File: src/hiis_defines.svh
/*
 holds offsets, field positions and codes of the interface identifier block.
 assumes a 32-bit apb register bus with byte addresses.
*/
`ifndef HIIS_DEFINES_SVH
`define HIIS_DEFINES_SVH

// ---------------------------------------------------------------
// register offsets (byte addresses)
// ---------------------------------------------------------------
`define HIIS_OFF_IDENT 12'h030
`define HIIS_OFF_LOC_STRIDE 12'h000
`define HIIS_OFF_CTRL 12'h034
`define HIIS_OFF_STAT 12'h038

// ---------------------------------------------------------------
// field positions of the identifier word
// ---------------------------------------------------------------
`define HIIS_KIND_LSB 0
`define HIIS_KIND_MSB 3
`define HIIS_REV_LSB 4
`define HIIS_REV_MSB 7
`define HIIS_MLOC_BIT 8
`define HIIS_QCAP_BIT 13
`define HIIS_CCAP_BIT 14
`define HIIS_SEL_LSB 17
`define HIIS_SEL_MSB 18
`define HIIS_LOCK_BIT 19

// ---------------------------------------------------------------
// codes
// ---------------------------------------------------------------
`define HIIS_SEL_QUEUE 2'h0
`define HIIS_SEL_CMDBUF 2'h1
`define HIIS_KIND_QUEUE 4'h0
`define HIIS_KIND_CMDBUF 4'h1
`define HIIS_KIND_LEGACY 4'hF
`define HIIS_REV_QUEUE 4'h0
`define HIIS_REV_CMDBUF 4'h1

`endif

File: src/hiis_pkg.sv
/*
 holds the types of the interface identifier block.
 assumes hiis_defines.svh for numeric values.
*/
package hiis_pkg;

   // ---------------------------------------------------------------
   // types
   // ---------------------------------------------------------------
   typedef enum logic [1:0] {
      HIIS_SEL_Q = 2'h0,
      HIIS_SEL_C = 2'h1,
      HIIS_SEL_R2 = 2'h2,
      HIIS_SEL_R3 = 2'h3
   } hiis_sel_t;

   typedef struct packed {
      logic [3:0] kind;
      logic [3:0] rev;
   } hiis_active_t;

   typedef struct packed {
      logic [11:0] addr;
      logic [31:0] wdata;
      logic write;
      logic sel;
   } hiis_req_t;

   typedef enum logic [1:0] {
      HIIS_ST_RUN = 2'b01,
      HIIS_ST_INIT = 2'b10
   } hiis_state_t;

endpackage

File: src/hiis_init_sync.sv
/*
 holds the synchroniser and edge detector of the module init event pin.
 assumes an asynchronous pin; three flops, change counted when stages two and three agree.
*/
module hiis_init_sync
   import hiis_pkg::*;
(
   input wire logic core_clk,
   input wire logic rstn,
   input wire logic pin,
   output logic pulse
);

   logic s1_reg;
   logic s2_reg;
   logic s3_reg;
   logic lvl_reg;
   logic lvl_next;

   // level follows pin only when stages two and three agree
   assign lvl_next = (s2_reg == s3_reg) ? s3_reg : lvl_reg;

   // ---------------------------------------------------------------
   // synchroniser chain
   // ---------------------------------------------------------------
   always_ff @(posedge core_clk or negedge rstn) begin
      if (!rstn) begin
         s1_reg <= 1'b0;
         s2_reg <= 1'b0;
         s3_reg <= 1'b0;
         lvl_reg <= 1'b0;
         pulse <= 1'b0;
      end else begin
         s1_reg <= pin;
         s2_reg <= s1_reg;
         s3_reg <= s2_reg;
         lvl_reg <= lvl_next;
         pulse <= lvl_next & ~lvl_reg; // rising edge of the event
      end
   end

endmodule // hiis_init_sync

File: src/hiis_ident.sv
/*
 holds the interface identifier and selection register bank with its apb slave.
 assumes a 125 MHz core_clk, rstn as the power-on reset and an asynchronous module init pin.
*/
// What this block does
// RULE_01: choice write is pending until init event
// RULE_02: locked choice ignores all writes
// RULE_03: choice changes only both capable, unlocked
// RULE_04: from queue kind, 01 selects command buffer
// RULE_05: from buffer kind, 00 selects queue
// RULE_06: legacy kind discards all choice writes
// RULE_07: active kind encodes queue, buffer, legacy
// RULE_08: software writes to active kind ignored
// RULE_09: current definition never reports legacy kind
// RULE_10: legacy kind leaves other fields invalid
// RULE_11: revision follows active kind
// RULE_12: locality bit shows five-locality support
// RULE_13: single locality still full protocol, no takeover
// RULE_14: buffer capability bit read-only
// RULE_15: queue capability bit read-only
// RULE_16: reserved bits read zero
// RULE_17: lock sets on one, ignores zero
// RULE_18: init event clears the lock
// RULE_19: only one interface kind active
// RULE_20: active kind governs whole address range
// RULE_21: identical contents at every locality alias
// RULE_22: pending store loads active at init
`include "hiis_defines.svh"
module hiis_ident
   import hiis_pkg::*;
#(
   parameter logic QUEUE_CAP = 1'b1,
   parameter logic CMDBUF_CAP = 1'b1,
   parameter logic MULTI_LOC = 1'b1,
   parameter logic [1:0] BOOT_SEL = 2'h0,
   parameter int LOC_COUNT = 5,
   parameter logic [11:0] LOC_STRIDE = 12'h100,
   parameter logic [11:0] LOC_BASE = 12'h000
)
(
   input wire logic core_clk,
   input wire logic rstn,
   input wire logic init_pin,
   input wire logic psel,
   input wire logic penable,
   input wire logic pwrite,
   input wire logic [11:0] paddr,
   input wire logic [31:0] pwdata,
   input wire logic [3:0] pstrb,
   output logic pready,
   output logic [31:0] prdata,
   output logic pslverr,
   output logic queue_iface_active,
   output logic cmd_buffer_active,
   output logic takeover_enable,
   output logic [3:0] active_iface_kind,
   output logic choice_lock
);

   // ---------------------------------------------------------------
   // state
   // ---------------------------------------------------------------
   hiis_active_t act_reg;
   hiis_active_t act_next;
   logic [1:0] pend_reg;
   logic [1:0] pend_next;
   logic lock_reg;
   logic lock_next;
   logic init_pulse;
   logic init_seen_reg;
   hiis_state_t state_reg;
   hiis_state_t state_next;
   hiis_req_t req;

   // ---------------------------------------------------------------
   // module init event
   // ---------------------------------------------------------------
   hiis_init_sync u_init_sync (
      .core_clk(core_clk),
      .rstn(rstn),
      .pin(init_pin),
      .pulse(init_pulse)
   );

   // ---------------------------------------------------------------
   // apb request decode
   // ---------------------------------------------------------------
   assign req.addr = paddr;
   assign req.wdata = pwdata;
   assign req.write = pwrite;
   assign req.sel = psel & penable & ~pready;

   // alias match: any locality window's identifier offset hits
   logic [LOC_COUNT-1:0] alias_hit;
   genvar gi;
   generate
      for (gi = 0; gi < LOC_COUNT; gi = gi + 1) begin : g_alias
         assign alias_hit[gi] = (req.addr == 12'(LOC_BASE + LOC_STRIDE * gi
            + `HIIS_OFF_IDENT)); // RULE_21
      end
   endgenerate

   wire hit_ident = |alias_hit;
   wire hit_ctrl = (req.addr == `HIIS_OFF_CTRL);
   wire hit_stat = (req.addr == `HIIS_OFF_STAT);
   wire hit_any = hit_ident | hit_ctrl | hit_stat;
   wire wr_ident = req.sel & req.write & hit_ident & pstrb[2];

   // ---------------------------------------------------------------
   // write qualification for choice and lock
   // ---------------------------------------------------------------
   wire both_cap = QUEUE_CAP & CMDBUF_CAP; // RULE_03
   wire [1:0] wsel = req.wdata[`HIIS_SEL_MSB:`HIIS_SEL_LSB];
   wire wlock = req.wdata[`HIIS_LOCK_BIT];
   wire kind_legacy = (act_reg.kind == `HIIS_KIND_LEGACY);
   wire kind_queue = (act_reg.kind == `HIIS_KIND_QUEUE);
   wire kind_cmdbuf = (act_reg.kind == `HIIS_KIND_CMDBUF);
   // only the two defined codes are accepted; redundant code for the
   // running kind is ignored, which also drops 11 from buffer kind
   wire sel_code_ok = (kind_queue & (wsel == `HIIS_SEL_CMDBUF)) // RULE_04
      | (kind_cmdbuf & (wsel == `HIIS_SEL_QUEUE)); // RULE_05
   wire sel_wr_ok = wr_ident & both_cap & ~lock_reg // RULE_02 RULE_03
      & ~kind_legacy & sel_code_ok; // RULE_06 RULE_01
   wire lock_wr_ok = wr_ident & both_cap & wlock; // RULE_17
   // right after reset the pending store is not loaded yet: the boot choice stands in
   wire [1:0] pend_eff = init_seen_reg ? pend_reg : BOOT_SEL; // RULE_22

   // ---------------------------------------------------------------
   // next state of choice, lock and active kind
   // ---------------------------------------------------------------
   always_comb begin
      pend_next = pend_reg;
      lock_next = lock_reg;
      act_next = act_reg;
      state_next = state_reg;
      case (state_reg)
         HIIS_ST_RUN: begin
            if (sel_wr_ok) begin
               pend_next = wsel; // RULE_01 RULE_22
            end
            if (lock_wr_ok) begin
               lock_next = 1'b1; // RULE_17
            end
            if (init_pulse) begin
               state_next = HIIS_ST_INIT;
            end
         end
         HIIS_ST_INIT: begin
            // apply pending choice; active kind never becomes legacy
            lock_next = 1'b0; // RULE_18
            // a write landing in the init cycle is kept; a lock set wins over the clear
            if (sel_wr_ok) begin
               pend_next = wsel; // RULE_01
            end
            if (lock_wr_ok) begin
               lock_next = 1'b1; // RULE_17
            end
            if (pend_eff == `HIIS_SEL_CMDBUF && CMDBUF_CAP) begin
               act_next.kind = `HIIS_KIND_CMDBUF; // RULE_22 RULE_09
               act_next.rev = `HIIS_REV_CMDBUF; // RULE_11
            end else begin
               act_next.kind = `HIIS_KIND_QUEUE; // RULE_22 RULE_09
               act_next.rev = `HIIS_REV_QUEUE; // RULE_11
            end
            state_next = HIIS_ST_RUN;
         end
         default: begin
            state_next = HIIS_ST_RUN;
         end
      endcase
   end

   // ---------------------------------------------------------------
   // state registers
   // ---------------------------------------------------------------
   always_ff @(posedge core_clk or negedge rstn) begin
      if (!rstn) begin
         pend_reg <= `HIIS_SEL_QUEUE;
         lock_reg <= 1'b0;
         act_reg <= '{kind: `HIIS_KIND_QUEUE, rev: `HIIS_REV_QUEUE};
         state_reg <= HIIS_ST_INIT;
         init_seen_reg <= 1'b0;
      end else begin
         pend_reg <= (init_seen_reg) ? pend_next : BOOT_SEL; // boot choice
         lock_reg <= lock_next;
         act_reg <= act_next; // RULE_08
         state_reg <= state_next;
         init_seen_reg <= 1'b1;
      end
   end

   // ---------------------------------------------------------------
   // read data assembly
   // ---------------------------------------------------------------
   logic [31:0] ident_word;
   always_comb begin
      ident_word = 32'h0000_0000; // RULE_16
      ident_word[`HIIS_KIND_MSB:`HIIS_KIND_LSB] = act_reg.kind; // RULE_07
      ident_word[`HIIS_REV_MSB:`HIIS_REV_LSB] = act_reg.rev; // RULE_11
      ident_word[`HIIS_MLOC_BIT] = MULTI_LOC; // RULE_12
      ident_word[`HIIS_QCAP_BIT] = QUEUE_CAP; // RULE_15
      ident_word[`HIIS_CCAP_BIT] = CMDBUF_CAP; // RULE_14
      ident_word[`HIIS_SEL_MSB:`HIIS_SEL_LSB] = pend_reg;
      ident_word[`HIIS_LOCK_BIT] = lock_reg; // RULE_17
      if (kind_legacy) begin
         ident_word = {28'h0000000, act_reg.kind}; // RULE_10
      end
   end

   wire [31:0] stat_word = {26'h0, state_reg, kind_cmdbuf, kind_queue, lock_reg, 1'b0};
   wire [31:0] rd_word = hit_ident ? ident_word :
      hit_stat ? stat_word : 32'h0000_0000;

   // ---------------------------------------------------------------
   // apb answer and outputs
   // ---------------------------------------------------------------
   always_ff @(posedge core_clk or negedge rstn) begin
      if (!rstn) begin
         pready <= 1'b0;
         prdata <= 32'h0000_0000;
         pslverr <= 1'b0;
      end else begin
         pready <= req.sel; // one wait state
         prdata <= (req.sel & ~req.write) ? rd_word : 32'h0000_0000;
         pslverr <= req.sel & ~hit_any;
      end
   end

   // the active kind steers exactly one whole-range decoder
   always_ff @(posedge core_clk or negedge rstn) begin
      if (!rstn) begin
         queue_iface_active <= 1'b0;
         cmd_buffer_active <= 1'b0;
         takeover_enable <= 1'b0;
         active_iface_kind <= `HIIS_KIND_QUEUE;
         choice_lock <= 1'b0;
      end else begin
         queue_iface_active <= (act_next.kind == `HIIS_KIND_QUEUE); // RULE_19 RULE_20
         cmd_buffer_active <= (act_next.kind == `HIIS_KIND_CMDBUF); // RULE_19 RULE_20
         takeover_enable <= MULTI_LOC; // RULE_13
         active_iface_kind <= act_next.kind;
         choice_lock <= lock_next;
      end
   end

endmodule // hiis_ident

File: config.mk
export PLATFORM = sky130hd
export DESIGN_NAME = hiis_ident
export DESIGN_NICKNAME = d
export VERILOG_FILES = /design/src/hiis_pkg.sv /design/src/hiis_init_sync.sv /design/src/hiis_ident.sv
export VERILOG_INCLUDE_DIRS = /design/src
export SDC_FILE = /design/constraint.sdc
export NUM_CORES = 1
export LEC_CHECK = 0
export ABC_AREA = 1
export BUFFER_PORTS_ARGS = -buffer_cell sky130_fd_sc_hd__buf_4
export CORE_ASPECT_RATIO = 1.2
export CORE_MARGIN = 2
export CORE_UTILIZATION = 45
export DETAILED_ROUTE_END_ITERATION = 10
export GPL_TIMING_DRIVEN = 1
export PLACE_DENSITY = 0.84
export SYNTH_ARGS = -nofsm -noshare
export SYNTH_HDL_FRONTEND = slang
export SYNTH_HIERARCHICAL = 1
export SYNTH_SLANG_ARGS = --single-unit
File: constraint.sdc
create_clock -name core_clk -period 3.9 [get_ports core_clk]
set_clock_uncertainty 0.1 [all_clocks]
set_input_delay 0.39 -clock core_clk [delete_from_list [all_inputs] [get_ports core_clk]]
set_output_delay 0.39 -clock core_clk [all_outputs]
set_load 0.03 [all_outputs]
### Word level (Yosys, flattened, before mapping)

Index checks and enable logic that the tools add are counted.

| cells by class | value |
|---|---|
| reductions and logical operators | 8 |
| bitwise logic cells | 23 |
| equal/unequal tests | 19 |
| multiplexer cells | 16 |

Operators by type and width:

| kind | number |
|---|---|
| $mux 32 | 2 |
| $eq 12x6->1 const B | 3 |
| $eq 12x10->1 const B | 2 |
| $mux 20 | 1 |
| $and 1x1->1 | 14 |
| $eq 12x11->1 const B | 1 |
| $eq 12x9->1 const B | 1 |
| $mux 2 | 6 |
| $eq 4x1->1 const B | 2 |
| $logic_not 4->1 | 2 |
| $mux 8 | 1 |
| $eq 2x1->1 const B | 3 |
| $mux 6 | 1 |
| $not 1->1 | 6 |
| $mux 5 | 1 |
| $reduce_or 5->1 | 1 |
| $eq 4x4->1 const B | 1 |
| $reduce_and 2->1 | 2 |
| $mux 1 | 3 |
| $ne 3x1->1 const B | 1 |
| $ne 3x2->1 const B | 1 |
| $or 1x1->1 | 3 |
| $eq 2x2->1 const B | 1 |
| $logic_not 2->1 | 1 |
| other kinds (6) | 6 |

| storage, ports and cells | value |
|---|---|
| output and inout port bits | 42 |
| input bits | 54 |
| word-level logic and storage cells | 82 |
| register bits after elaboration | 55 |

### Logic depth before layout (Yosys ltp)

| logic depth | value |
|---|---|
| depth after elaboration | 11 |
| mapped depth | 10 |

### Hierarchy

Netlist, hierarchy kept.

Modules (own cells, without submodules):

| module | cells each | instances | area an instance (µm²) |
|---|---|---|---|
| hiis_ident | 162 | 1 | 1313.8 |
| hiis_init_sync | 11 | 1 | 148.9 |

### Worst setup path before layout

OpenSTA, ideal clock, no wires.

| path | value |
|---|---|
| path type | reg-to-reg |
| start point | register state_reg[1] |
| end point | register pend_reg[0] |
| library setup time | 117 ps |
| slack | 2428 ps |
| data required time | 3683 ps |
| stages on the path, launching flop included | 10 |
| arrival | 1256 ps |
| cells stage by stage | dfstp_2 -> ha_1 -> nor2_1 -> nand2_1 -> nor2_1 -> nand2_1 -> nor2_1 -> nand2_1 -> nand2_1 -> nand2_1 |

| on the way | value |
|---|---|
| cells in the longest elaborated chain, start to end | 4 |
| elaborated cells between the ends (all ways) | 6 |

RTL lines:

| item | line | source |
|---|---|---|
| from (decl) | hiis_ident.sv:71 | `hiis_state_t state_reg;` |
| from (signal assigned) | hiis_ident.sv:187 | `state_reg <= state_next;` |
| $eq 2x2->1 or $eq 2x1->1 (tied branches) | hiis_ident.sv:136 | `case (state_reg)` |
| $reduce_or 2->1 (no line) | n/a |  |
| $ne 3x2->1 (no line) | n/a |  |
| $reduce_and 2->1 (no line) (*) | n/a |  |
| to (signal assigned) | hiis_ident.sv:178 | `` pend_reg <= `HIIS_SEL_QUEUE; `` |
| to (signal assigned) | hiis_ident.sv:184 | `pend_reg <= (init_seen_reg) ? pend_next : BOOT_SEL;` |
| to (decl) | hiis_ident.sv:65 | `logic [1:0] pend_reg;` |

Mark *: on every way between the ends. The rest lies on a longest branch, timed or not.
A chain may end at the register's enable or synchronous reset.

### Final worst setup path

| path | value |
|---|---|
| start point | register state_reg[0] |
| end point | register pend_reg[0] |

Same word-level chain as after synthesis.

==> impl_metrics.csv <==
group,metric,value,unit
layout,drive_gt1_share,27.52,%
layout,nets,273,
timing,grt_setup_unrepaired,"no",
placed_design,numPortBuffers,43,
global_route,grt_overflow,0,
setup_path,number_of_cells_on_the_worst_reg_to_reg_path,10,
detailed_routing,total_iterations_of_the_first_detailed_routing_run,4,
worst_hold_path,hp-class,"primary input to flop",
synth,post_synth_main_area_contributors,"sky130_fd_sc_hd__dfrtp_1, sky130_fd_sc_hd__buf_4, sky130_fd_sc_hd__nand2_1",
synth,synth-seq-area-share,51.41,%
placed_design,placed_cells_incl_taps,245,
synth,synth_top_area_cell,"sky130_fd_sc_hd__dfrtp_1",
layout,area_growth,21.47,%
layout,largest_register_ffs,10,
setup_path,crit_path_cell_trace,"inv_1 > ha_1 > nor2_1 > nand2_1 > nor2_1 > nand2_1 > nor2_1 > nand2_1 > nand2_1 > nand2_1",
placed_design,place_ws,2.330,ns
detailed_routing,antenna_violating_nets_post_route,0,
synth,postSynth.asyncResetShare,100.0,%
setup_path,required,4.01,ns
synth,yosys_warnings,6,
timing,postLayoutSetupSlackWorst,2.303,ns
global_route,grt_usage,15.08,%
die,initial_core_util,47.44,%
cts,clk_latency,0.32,ns
die,total_die_area,3724,um^2
setup_path,worst_path_max_delay_cell,"sky130_fd_sc_hd__dfrtp_1",
layout,most_flop_heavy_register,"prdata",
detailed_routing,routedWlPerCell,9.984,um
global_route,maximum_number_of_pins_on_one_net_before_global_route_repair,31,
power_and_ir_drop,ir_worst_vdd,336.5,uV
cts,cts_buffer_depth,2,
die,die-height,66.46,um
power_and_ir_drop,leakagePower,1.002,nW
global_route,number_of_antenna_violations_at_the_first_check_in_global_routing,0,
timing,hold_violations,0,
detailed_routing,wirelength,2.536,mm
cts,post_cts.repair.setup_buffers,0,
cts,cts.htree.levels,2,
layout,final.fill_count,290,
synth,ys_top_cells_by_count,"sky130_fd_sc_hd__nand2_1, sky130_fd_sc_hd__dfrtp_1, sky130_fd_sc_hd__nor2_1, sky130_fd_sc_hd__buf_4, sky130_fd_sc_hd__inv_1",
outcome,run_status,"completed",
synth,synth_enable_flop_cells,0,
cts,number_of_buffers_created_by_cts,5,
setup_path,crit_type,"flop to flop",
layout,final_cell_count_without_fillers,254,
timing,finalMaxSlewViolations,0,
die,die_w,56.05,um
synth,syn-instance-count,173,
cts,cts_sinks,30,
placed_design,estimated_wirelength_of_the_detail_placed_design,2.033,mm
power_and_ir_drop,power.density,378.1,nW/um^2
timing,fin_crit,1.597,ns
detailed_routing,vias,1129,
synth,postSynth.topFlopCell,"sky130_fd_sc_hd__dfrtp_1",
setup_path,peak_per_stage_delay_on_the_critical_path,0.40,ns
placed_design,routabilityCongestion,0.8413,
synth,syn_area,1463,um^2
timing,report.final.setup_viol,0,
setup_path,worst-endpoint-arrival,1.71,ns
setup_path,worstSetupPathDepth,10,
run,drv.max_cap_violation_count,0,
synth,synth_top_cell_area_share,49.62,%
detailed_routing,drt-initial-drc-count,10,
setup_path,worstSetupEndpointType,"flop",
cts,clkSlewWorstSetupHoldPaths,0.10,ns
worst_hold_path,timing.hold.worst_path_depth,1,
timing,clock.fmax,626.3,MHz
global_route,first_global_vias,1053,
synth,synth_seq_cells,30,
timing,fin_tns_setup,0,ns
synth,post_synth.cell_area_avg,8.455,um^2
layout,antennaDiodeCount,0,
setup_path,timing.critical_path.buf_inv,1,
setup_path,critical-path-top-cell-by-count,"sky130_fd_sc_hd__nand2_1",
die,floorplan.core_area,3083,um^2
global_route,grt_pass1_wl,4.284,mm
setup_path,crit_family,"simple AND/OR/NAND/NOR gates",
timing,period_share,40.94,%
synth,netlist-cell-type-count,21,
setup_path,timing.critical_path.from_type,"flop",
die,rows,22,
cts,tritoncts,"built",
layout,biggest_registers_after_layout,"prdata (10), active_iface_kind (4)",
cts,clockRootBuffer,"sky130_fd_sc_hd__clkbuf_4",
synth,synth_most_common_cell,"sky130_fd_sc_hd__nand2_1",
detailed_routing,vias_per_cell,4.445,
die,pin_count,96,
detailed_routing,drc_violations_left,0,
setup_path,cp_max_fo,3,
==> area by class of cell <==
cell class | instances | area, um^2 | area share, %
Clock buffer | 7 | 55.05 | 3.099
Tap cell | 36 | 45.04 | 2.535
Timing Repair Buffer | 44 | 332.8 | 18.73
Inverter | 24 | 90.09 | 5.070
Multi-Input combinational cell | 112 | 496.7 | 27.96
Clock inverter | 1 | 5.005 | 0.2817
Sequential cell | 30 | 752.0 | 42.32
==> power by group <==
group / switching [W] / internal [W] / total, W / leakage (nW)
clock network: 0.0000967 / 0.0000872 / 0.000184 / 0.0353
logic: 0.0000943 / 0.0000462 / 0.000140 / 0.577
registers: 0.0000157 / 0.000332 / 0.000347 / 0.391
==> cell families after synthesis <==
logic type	Yosys count	synth area share (%)
simple gates	80	23.53
compound gates	9	3.336
fa+ha+maj	2	1.711
flops	30	51.41
other cells	2	0.5135
buf+inv	50	19.50
==> worst reg2reg max path, stage by stage, from the launching register on <==
cell	delay, ns
sky130_fd_sc_hd__dfrtp_1	0.40
sky130_fd_sc_hd__inv_1	0.08
sky130_fd_sc_hd__ha_1	0.29
sky130_fd_sc_hd__nor2_1	0.10
sky130_fd_sc_hd__nand2_1	0.06
sky130_fd_sc_hd__nor2_1	0.10
sky130_fd_sc_hd__nand2_1	0.05
sky130_fd_sc_hd__nor2_1	0.12
sky130_fd_sc_hd__nand2_1	0.09
sky130_fd_sc_hd__nand2_1	0.06
sky130_fd_sc_hd__nand2_1	0.05
==> cells in the final DEF (no fill, tap or decap) <==
master                          Yosys  final
sky130_fd_sc_hd__buf_4             26     43
sky130_fd_sc_hd__nand2_1           35     35
sky130_fd_sc_hd__dfrtp_1           29     29
sky130_fd_sc_hd__nor2_1            28     28
sky130_fd_sc_hd__inv_1             22     22
sky130_fd_sc_hd__conb_1             2     21
sky130_fd_sc_hd__nor2_2             5      5
sky130_fd_sc_hd__clkbuf_4           0      5
sky130_fd_sc_hd__nand3_1            4      4
sky130_fd_sc_hd__o21ai_0            4      4
sky130_fd_sc_hd__nor3_1             3      3
sky130_fd_sc_hd__a21oi_1            3      3
sky130_fd_sc_hd__inv_2              2      2
sky130_fd_sc_hd__ha_1               2      2
sky130_fd_sc_hd__nor2_4             1      1
sky130_fd_sc_hd__nand4_1            1      1
sky130_fd_sc_hd__nand3_2            1      1
sky130_fd_sc_hd__nor4_1             1      1
sky130_fd_sc_hd__a31oi_1            1      1
sky130_fd_sc_hd__a21o_1             1      1
sky130_fd_sc_hd__nand3b_1           1      1
sky130_fd_sc_hd__clkbuf_8           0      1
sky130_fd_sc_hd__clkbuf_1           0      1
sky130_fd_sc_hd__clkinv_2           0      1
sky130_fd_sc_hd__dlygate4sd3_1      0      1
sky130_fd_sc_hd__dfstp_2            1      1
==> metrics by stage <==
| stage | cell area [um^2] | total power [W] | hold WS [ns] | utilization, % |
|---|---|---|---|---|
| 6_report | 1777 | 0.0006718 | 0.07949 | 57.63 |
| 5_1_grt | 1777 | 0.0007148 | 0.04430 | 57.63 |
| 4_1_cts | 1777 | 0.0006797 | 0.06122 | 57.63 |
| 3_5_place_dp | 1707 | 0.0004933 | 0.2346 | 55.36 |
| 3_3_place_gp | 1707 | 0.0004875 | 0.2268 | 55.36 |
| 2_1_floorplan | 1534 | 0.0004560 | -0.005591 | - |
==> final timing paths <==
path	start	endpoint	slack (ns)
worst max-delay path	state_reg[0]$_DFFE_PN0P_	pend_reg[0]$_DFFE_PN0P_	2.30
worst min-delay path	init_pin	u_init_sync/s1_reg$_DFF_PN0_	0.08
worst max register to register	state_reg[0]$_DFFE_PN0P_	pend_reg[0]$_DFFE_PN0P_	2.30
worst min register to register	u_init_sync/s1_reg$_DFF_PN0_	u_init_sync/s2_reg$_DFF_PN0_	0.26
max in group asynchronous	rstn	state_reg[1]$_DFFE_PN1P_	2.96
min in group asynchronous	rstn	pready$_DFF_PN0_	0.42
==> routing by layer <==
layer | vias up | GRT usage (%) | share of wire (%)
met2 | 47 | 26.18 | 52
met4 | 0 | 5.357 | 0.47
met5 | - | 0 | 0
met1 | 515 | 16.39 | 38
met3 | 2 | 6.602 | 9.4
li1 | 565 | - | -
==> what timing repair did <==
action | 4_1_cts | 5_1_grt
hold buffers | 1 | 0
hold endpoints to repair | 29 | 0
resized for setup | 0 | 0
(Power assumes the default switching activity.)
